File: src/hdl/tsc_space_regs.svh
/*
 Constants of the tape space command block: command byte fields, sense keys, timing.
 Assumes inclusion by bare name from the package and the property checks file.
*/
`ifndef TSC_SPACE_REGS_SVH
`define TSC_SPACE_REGS_SVH
// What this block does
// RQ1: decode space type in byte 1 bits 2..0: blocks, filemarks, end of data.
// RQ2: count in bytes 2..4; positive moves forward, ends past last item.
// RQ3: negative count moves backward by magnitude, ends on start side.
// RQ4: zero count leaves position unchanged and completes with good status.
// RQ5: end-of-data type ignores count, searches forward, positions for append.
// RQ6: reverse space after write first flushes buffer and end mark, up to 12 s.
// RQ7: flush failure gives check condition, space skipped; initiator asks sense.
// RQ8: forward space directly after write is illegal request 5h.
// RQ9: end-of-data space on legacy format tape is illegal request.
// RQ10: byte 5 bit 7 set stops at first end mark; clear passes early one.
// RQ11: that flag is ignored on units without directory support.
// RQ12: directory units skip early end mark fast over up to 20 MBytes.
// RQ13: filemark during block space stops past it, no sense 0h, filemark, residue.
// RQ14: backward media error residue may be negative two's complement.
// RQ15: blank tape during block or filemark space gives blank check, residue.
// RQ16: crossing first end mark silent; second end mark gives blank check 8h.
// RQ17: physical end gives medium error 3h, end-of-medium, physical end, residue.
// RQ18: physical start gives no sense, end-of-medium, logical start, negative residue.
// RQ19: unrecoverable error aborts with key 3h or 4h; residue excludes bad block.
// RQ20: with disconnection enabled the device may release the bus meanwhile.
// RQ21: fixed or variable block spacing follows the recorded block kind.
// RQ22: other space types are illegal request without tape motion.
`define TSC_CODE_LSB 0
`define TSC_CODE_MSB 2
`define TSC_STOPFIRST_BIT 7
`define TSC_TYPE_BLOCKS 3'h0
`define TSC_TYPE_FMARKS 3'h1
`define TSC_TYPE_EOD 3'h3
`define TSC_KEY_NOSENSE 4'h0
`define TSC_KEY_MEDIUM 4'h3
`define TSC_KEY_HARDWARE 4'h4
`define TSC_KEY_ILLEGAL 4'h5
`define TSC_KEY_BLANK 4'h8
`define TSC_FLUSH_MAX_S 12
`define TSC_CLK_HZ 200000000
`define TSC_ERASE_MBYTES 20
`endif

File: src/hdl/tsc_space_pkg.sv
/*
 Types of the tape space command block.
 Assumes the constants header sits beside it.
*/
`include "tsc_space_regs.svh"
package tsc_space_pkg;
    typedef struct packed {
        logic [7:0] opByte;
        logic [7:0] codeByte;
        logic [23:0] count;
        logic [7:0] ctlByte;
    } tsc_cmd_type;

    typedef struct packed {
        logic valid;
        logic filemark;
        logic endOfMediumFlag;
        logic physicalTapeEnd;
        logic logicalTapeStart;
        logic [3:0] senseKey;
        logic [23:0] info;
    } tsc_sense_type;

    typedef struct packed {
        logic item;
        logic filemark;
        logic endMark;
        logic blank;
        logic physEnd;
        logic physStart;
        logic mediaErr;
        logic hwErr;
        logic fixedBlk;
    } tsc_tape_ev_type;

    typedef enum logic [2:0] {
        ST_IDLE = 3'b000,
        ST_FLUSH = 3'b001,
        ST_MOVE = 3'b010,
        ST_DONE = 3'b011
    } tsc_state_type;
endpackage

File: src/hdl/tsc_space_cmd.sv
/*
 Tape space command sequencer: decodes the command block, flushes, steers motion, builds sense.
 Assumes the tape transport reports events as one-cycle pulses on clk_sys, and the flush engine
 answers with done or fail pulses.
*/
`timescale 1ns/1ps
module tsc_space_cmd
    import tsc_space_pkg::*;
#(
    parameter int unsigned FLUSH_LIMIT_CYC = `TSC_FLUSH_MAX_S * `TSC_CLK_HZ,
    parameter int unsigned ERASE_MBYTES = `TSC_ERASE_MBYTES
)(
    input wire logic clk_sys,
    input wire logic nrst,
    input wire logic cmdValid,
    input wire tsc_cmd_type cmd,
    output logic cmdReady,
    input wire logic lastWasWrite,
    input wire logic legacyFormat,
    input wire logic directorySupport,
    input wire logic disconnectEnable,
    input wire tsc_tape_ev_type tapeEv,
    input wire logic [31:0] erasedBytes,
    output logic moveForward,
    output logic moveBackward,
    output logic highSpeed,
    output logic fixedSpacing,
    output logic flushReq,
    input wire logic flushDone,
    input wire logic flushFail,
    output logic busReleased,
    output logic doneValid,
    output logic checkCondition,
    output tsc_sense_type sense
);
    // ==========================================================
    // parameter checks
    localparam longint unsigned ERASE_LIMIT = longint'(ERASE_MBYTES) * 1048576;
    initial begin
        if (FLUSH_LIMIT_CYC == 0 || ERASE_LIMIT > 64'hFFFFFFFF) begin
            $error("tsc_space_cmd: unusable parameter");
        end
    end

    // ==========================================================
    // decode
    tsc_state_type state_q;
    logic [2:0] spaceType;
    logic stopFirst;
    logic [23:0] count_q;
    logic [23:0] done_q;
    logic [2:0] type_q;
    logic back_q;
    logic stopFirst_q;
    logic firstMarkSeen_q;
    logic fmSeen_q;
    logic [31:0] flushCnt_q;
    logic [23:0] magnitude;
    logic [23:0] remain;
    logic [23:0] residue;
    logic [23:0] residueAfter;

    assign spaceType = cmd.codeByte[`TSC_CODE_MSB:`TSC_CODE_LSB]; // RQ1
    assign stopFirst = cmd.ctlByte[`TSC_STOPFIRST_BIT] | ~directorySupport; // RQ10 RQ11
    assign magnitude = cmd.count[23] ? 24'(-cmd.count) : cmd.count; // RQ2 RQ3
    assign remain = count_q - done_q;
    // backward residue carries the sign of the travel
    assign residue = back_q ? 24'(-remain) : remain; // RQ14 RQ18
    assign residueAfter = back_q ? 24'(-(remain - 24'h000001)) : remain - 24'h000001;
    assign cmdReady = (state_q == ST_IDLE);

    // ==========================================================
    // sequencer
    always_ff @(posedge clk_sys or negedge nrst) begin
        if (!nrst) begin
            state_q <= ST_IDLE;
            count_q <= 24'h000000;
            done_q <= 24'h000000;
            type_q <= 3'h0;
            back_q <= 1'b0;
            stopFirst_q <= 1'b0;
            firstMarkSeen_q <= 1'b0;
            fmSeen_q <= 1'b0;
            flushCnt_q <= 32'h00000000;
            doneValid <= 1'b0;
            checkCondition <= 1'b0;
            sense <= '0;
        end else begin
            doneValid <= 1'b0;
            case (state_q)
                ST_IDLE: begin
                    if (cmdValid) begin
                        type_q <= spaceType;
                        count_q <= magnitude;
                        done_q <= 24'h000000;
                        back_q <= cmd.count[23] && spaceType != `TSC_TYPE_EOD;
                        stopFirst_q <= stopFirst;
                        firstMarkSeen_q <= 1'b0;
                        fmSeen_q <= 1'b0;
                        flushCnt_q <= 32'h00000000;
                        sense <= '0;
                        checkCondition <= 1'b0;
                        if (spaceType != `TSC_TYPE_BLOCKS && spaceType != `TSC_TYPE_FMARKS
                            && spaceType != `TSC_TYPE_EOD) begin
                            sense.senseKey <= `TSC_KEY_ILLEGAL; // RQ22
                            checkCondition <= 1'b1;
                            state_q <= ST_DONE;
                        end else if (spaceType == `TSC_TYPE_EOD && legacyFormat) begin
                            sense.senseKey <= `TSC_KEY_ILLEGAL; // RQ9
                            checkCondition <= 1'b1;
                            state_q <= ST_DONE;
                        end else if (spaceType != `TSC_TYPE_EOD && magnitude == 24'h000000) begin
                            state_q <= ST_DONE; // RQ4
                        end else if (lastWasWrite && !(cmd.count[23] && spaceType != `TSC_TYPE_EOD)) begin
                            sense.senseKey <= `TSC_KEY_ILLEGAL; // RQ8
                            checkCondition <= 1'b1;
                            state_q <= ST_DONE;
                        end else if (lastWasWrite) begin
                            state_q <= ST_FLUSH; // RQ6
                        end else begin
                            state_q <= ST_MOVE;
                        end
                    end
                end
                ST_FLUSH: begin
                    flushCnt_q <= flushCnt_q + 32'h00000001;
                    if (flushFail || flushCnt_q >= FLUSH_LIMIT_CYC) begin
                        // flush fault: space skipped, cause left for a sense request
                        sense.senseKey <= `TSC_KEY_HARDWARE; // RQ7
                        checkCondition <= 1'b1;
                        state_q <= ST_DONE;
                    end else if (flushDone) begin
                        state_q <= ST_MOVE;
                    end
                end
                ST_MOVE: begin
                    // priority: hard errors, tape ends, marks, then counted items
                    if (tapeEv.mediaErr || tapeEv.hwErr) begin
                        sense.senseKey <= tapeEv.hwErr ? `TSC_KEY_HARDWARE : `TSC_KEY_MEDIUM; // RQ19
                        sense.valid <= (type_q != `TSC_TYPE_EOD);
                        sense.info <= residue; // RQ14
                        checkCondition <= 1'b1;
                        state_q <= ST_DONE;
                    end else if (tapeEv.physEnd) begin
                        sense.senseKey <= `TSC_KEY_MEDIUM; // RQ17
                        sense.endOfMediumFlag <= 1'b1;
                        sense.physicalTapeEnd <= 1'b1;
                        sense.valid <= (type_q != `TSC_TYPE_EOD);
                        sense.info <= residue;
                        checkCondition <= 1'b1;
                        state_q <= ST_DONE;
                    end else if (tapeEv.physStart) begin
                        sense.senseKey <= `TSC_KEY_NOSENSE; // RQ18
                        sense.endOfMediumFlag <= 1'b1;
                        sense.logicalTapeStart <= 1'b1;
                        sense.valid <= 1'b1;
                        sense.info <= residue;
                        checkCondition <= 1'b1;
                        state_q <= ST_DONE;
                    end else if (tapeEv.endMark && !stopFirst_q && !firstMarkSeen_q && !fmSeen_q) begin
                        firstMarkSeen_q <= 1'b1; // RQ12 RQ16
                    end else if (tapeEv.endMark && (firstMarkSeen_q || stopFirst_q || fmSeen_q)
                                 && type_q == `TSC_TYPE_EOD) begin
                        state_q <= ST_DONE; // RQ5
                    end else if ((tapeEv.endMark || tapeEv.blank) && type_q != `TSC_TYPE_EOD) begin
                        sense.senseKey <= `TSC_KEY_BLANK; // RQ15 RQ16
                        sense.valid <= 1'b1;
                        sense.info <= residue;
                        checkCondition <= 1'b1;
                        state_q <= ST_DONE;
                    end else if (tapeEv.blank && firstMarkSeen_q
                                 && erasedBytes >= 32'(ERASE_LIMIT)) begin
                        sense.senseKey <= `TSC_KEY_BLANK; // RQ12
                        checkCondition <= 1'b1;
                        state_q <= ST_DONE;
                    end else if (tapeEv.filemark && type_q == `TSC_TYPE_BLOCKS) begin
                        sense.senseKey <= `TSC_KEY_NOSENSE; // RQ13
                        sense.valid <= 1'b1;
                        sense.filemark <= 1'b1;
                        sense.info <= residue;
                        checkCondition <= 1'b1;
                        state_q <= ST_DONE;
                    end else if (tapeEv.filemark && type_q == `TSC_TYPE_FMARKS) begin
                        fmSeen_q <= 1'b1;
                        done_q <= done_q + 24'h000001;
                        if (residueAfter == 24'h000000) begin
                            state_q <= ST_DONE; // RQ2 RQ3
                        end
                    end else if (tapeEv.filemark) begin
                        fmSeen_q <= 1'b1;
                    end else if (tapeEv.item && type_q == `TSC_TYPE_BLOCKS) begin
                        done_q <= done_q + 24'h000001;
                        if (residueAfter == 24'h000000) begin
                            state_q <= ST_DONE;
                        end
                    end
                end
                ST_DONE: begin
                    doneValid <= 1'b1;
                    state_q <= ST_IDLE;
                end
                default: begin
                    state_q <= ST_IDLE;
                end
            endcase
        end
    end

    // ==========================================================
    // motion outputs
    logic fixed_q;
    always_ff @(posedge clk_sys or negedge nrst) begin
        if (!nrst) begin
            fixed_q <= 1'b0;
        end else if (state_q == ST_MOVE && tapeEv.item) begin
            fixed_q <= tapeEv.fixedBlk; // RQ21
        end
    end

    always_ff @(posedge clk_sys or negedge nrst) begin
        if (!nrst) begin
            moveForward <= 1'b0;
            moveBackward <= 1'b0;
            highSpeed <= 1'b0;
            flushReq <= 1'b0;
            busReleased <= 1'b0;
        end else begin
            moveForward <= (state_q == ST_MOVE) && !back_q;
            moveBackward <= (state_q == ST_MOVE) && back_q;
            // erased stretch after the early end mark runs at speed
            highSpeed <= (state_q == ST_MOVE) && firstMarkSeen_q; // RQ12
            flushReq <= (state_q == ST_FLUSH);
            busReleased <= disconnectEnable && (state_q == ST_FLUSH || state_q == ST_MOVE); // RQ20
        end
    end

    assign fixedSpacing = fixed_q;
endmodule

File: config.mk
export PLATFORM = sky130hd
export DESIGN_NAME = tsc_space_cmd
export DESIGN_NICKNAME = d
export VERILOG_FILES = /design/src/hdl/tsc_space_pkg.sv /design/src/hdl/tsc_space_cmd.sv
export VERILOG_INCLUDE_DIRS = /design/src /design/src/hdl
export SDC_FILE = /design/constraint.sdc
export NUM_CORES = 1
export LEC_CHECK = 0
export ABC_AREA = 1
export BUFFER_PORTS_ARGS = -buffer_cell sky130_fd_sc_hd__buf_2
export CORE_MARGIN = 5
export CORE_UTILIZATION = 30
export DETAILED_ROUTE_END_ITERATION = 8
export PLACE_DENSITY = 0.57
export REMOVE_ABC_BUFFERS = 1
export SETUP_SLACK_MARGIN = 0.3
export SLEW_MARGIN = 20
export SYNTH_ARGS = -nofsm -noshare
export SYNTH_HDL_FRONTEND = slang
export SYNTH_SLANG_ARGS = --single-unit
File: constraint.sdc
create_clock -name clk_sys -period 4.5 [get_ports clk_sys]
set_clock_uncertainty 0.15 [all_clocks]
set_input_delay 0.675 -clock clk_sys [delete_from_list [all_inputs] [get_ports clk_sys]]
set_output_delay 0.675 -clock clk_sys [all_outputs]
set_load 0.01 [all_outputs]
==> impl_results.md <==
- Clk root buf: clkbuf_16
- Synth area leaders: dfrtp_1, nand2_1, inv_1, nor2_1, nand3_1
- Slew Limit Fails: 0
- CTS max path bufs: 2
- H-tree depth: 4
- Synth Instances: 1636
- Post-synth top cells: nand2_1, inv_1, nor2_1
- Hold Slack: 0.0653 ns
- Final GP Congestion: 0.874
- P_int: 4.51 mW
- Main combinational cell family by area after synthesis: simple AND/OR/NAND/NOR gates
- Post-Synth Adder-Cell Area: 0.0430
- R2R depth: 31
- Layout area overhead: 20.1%
- Min setup slack post-route: 0.515 ns
- Fmax: 251 MHz
- TritonCTS buffer count: 17
- Max-Cap Viols: 0
- # fillers: 3730
- Cts hold-fix bufs: 0
- R2R setup slack: 0.52 ns
- Final critical-path required period: 3.98 ns
- Combinational power share: 0.692
- Most common cell in the netlist: nand2_1
- Sw Pwr: ~5.7 mW
- Wl on met1: 15.0 mm
- Signal arrival time at the worst endpoint: 4.16 ns
- Finished layout cell area: around 12000 µm²
- Area occupied by multi-input gates: 6480 µm²
- Antenna-violating nets left: 0
- Rel. slew slack: 0.543
- Post-DP HPWL: 24.1 mm
- Area fraction of the dominant cell type after synthesis: 0.314
- RSZ-0062 raised after global routing: true
- P_leak: ~6.2 nW
- CORE AREA: 34300 µm²
- Setup TNS: 0 ns
- Initial DRC count: 499
- GRT Total Usage: 0.157
- Count of input and output buffers: 97
- Drt first pass iters: 5
- Cell taking the most area after synthesis: dfrtp_1
- Worst path max stage delay: 0.45 ns
- Std cell rows: a little under 70
- Vias: approximately 11000
- Pwr dens: around 800 nW/µm²
- Synthesized area: 10400 µm²
- Met2 wire len: 13.7 mm
- Final setup violation count: 0
- Antenna violations before repair: 0
- Met3 WL: 1.10 mm
- WS Path Type: reg -> reg
- Worst path slowest cell: fa_2
- Non-filler instance count after layout: roughly 2200
- Critical path's most frequent cell: nand2_1
- Synth async-reset ratio: 1.00
- DIE WIDTH: around 200 µm
- Crit share post-route: 0.885
- Mux contribution to synthesized area: 0
- Final Hold Viols: 0
- Post-Route WL: between 30 and 40 mm
- Clock sink total: 130
- Post-synth EDFFs: 0
- Yosys reg bits: 130
- CTS tree: yes
- Area after DPL: 11400 µm²
- Starting density of the core: 0.302
- Post-synth top flop: dfrtp_1
- VDD IR-drop max: 423 µV
- Largest net degree at the start of global routing: 69
- Hold Crit Class: in -> async
- Req. time, crit path: 4.68 ns
- Clk pwr share: 0.141
- Critical path endpoint category: flip-flop
- Clk_lat worst skew: about 0.43 ns
- XOR/XNOR Fraction of Synth Area: 0.0245
- Uppermost layer routed: met4
- Grt ovf: 0
- Synth Area in Compound Gates: 0.104
- Final Util: 0.363
- Routed vias/inst: around 4.8
- Die Y-Extent: 196 µm
- Cells after DPL: between 2000 and 2500
- Register area share after synthesis: 0.314
- Place WS: 0.188 ns
- Fin nets: between 1500 and 2000
- Register area: 3250 µm²
- WL per Instance: about 14 µm
- Switching share of power: 0.559
- Worst-path clk slew: 0.07 ns
- Startpoint Class: flip-flop
- Overall Power: between 10 and 15 mW
- Global-route wire length before repair: roughly 50 mm
- Yosys warns: 0
- Crit path max fanout: 6
- Worst slew pin tran: 0.685 ns
- Netlist cell types: 49
- I/O Pins: 140
- Vias in the first global route: 9882
- Status: complete, no violations
- Share of cells above drive strength 1: 0.181
- Drt drc: 0
- Simple-Gate Fraction of Synth Area: 0.417
- Sequential share of power: 0.168
- Die area: 38300 µm²
- Mean Syn Cell Area: 6.33 µm²
layout make-up:
class / instances / share of cell area
antenna: 1 / 0.000201
clock buffer: 18 / 0.0345
clock inverter: 14 / 0.0136
inverter: 244 / 0.0737
multi-input combinational: 1238 / 0.521
sequential: 130 / 0.262
tap: 455 / 0.0458
timing repair buffer: 112 / 0.0496
power groups by stage:
stage          combinational [mW]  clock, mW  sequential, mW
2_1_floorplan                4.70          0            1.72
3_3_place_gp                 6.37          0            1.72
3_5_place_dp                 6.45          0            1.72
4_1_cts                      6.49       1.48            1.70
5_1_grt                      8.00       1.53            1.75
6_report                     7.07       1.44            1.71
layout by cell type, fill, tap and decap left out, types with 17 or more instances in the layout:
cell type	n
a21oi_1	67
buf_2	96
clkbuf_16	17
dfrtp_1	130
ha_1	20
inv_1	219
inv_2	22
nand2_1	500
nand2_2	50
nand3_1	104
nand4_1	30
nor2_1	143
nor2_2	35
nor3_1	52
o21ai_0	72
xor2_1	24
worst max-delay path, delay by kind of cell (launching register included):
family	cells	cell delay (ns)
adder cells (fa/ha/maj)	3	0.79
buffers and inverters	4	0.26
flip-flops	1	0.35
AND/OR/NAND/NOR	24	2.32
state kept, by name (all words and copies together) (netlist names):
| name | cells |
|---|---|
| back_q | 1 |
| busReleased | 1 |
| checkCondition | 1 |
| count_q | 24 |
| doneValid | 1 |
| done_q | 24 |
| firstMarkSeen_q | 1 |
| fixedSpacing | 1 |
| flushCnt_q | 32 |
| flushReq | 1 |
| fmSeen_q | 1 |
| highSpeed | 1 |
| moveBackward | 1 |
| moveForward | 1 |
| sense | 33 |
| state_q | 2 |
| stopFirst_q | 1 |
| type_q | 3 |
repair_timing:
action | 4_1_cts | 5_1_grt
buffers inserted | 0 | 7
gates resized for setup | 4 | 103
endpoints found under the setup margin | 2 | 4
pin swaps | 1 | 25
final timing paths:
| kind | startpoint | to |
|---|---|---|
| setup / recovery | count_q[0]$_DFFE_PN0P_ | state_q[0]$_DFFE_PN0P_ |
| hold / removal | nrst | sense[19]$_DFFE_PN0P_ |
| setup reg to reg | count_q[0]$_DFFE_PN0P_ | state_q[0]$_DFFE_PN0P_ |
| hold reg to reg | sense[6]$_DFFE_PN0P_ | sense[6]$_DFFE_PN0P_ |
| max in group asynchronous | nrst | done_q[5]$_DFFE_PN0P_ |
| min in group clk_sys | directorySupport | stopFirst_q$_DFFE_PN0P_ |
kinds of logic after synthesis:
logic type	after synthesis
DFF	130
adders and majority gates	35
and+or+nand+nor	981
buffers and inverters	268
AOI/OAI and AO/OA	193
xor gates and xnor gates	29
metal layers:
metal | GRT usage | up-vias
met5 | 0 | -
met4 | 0.0385 | 0
met3 | 0.0297 | 31
met2 | 0.248 | 184
met1 | 0.222 | 4865
li1 | - | 5454
Power figures use the tool's default switching activity.
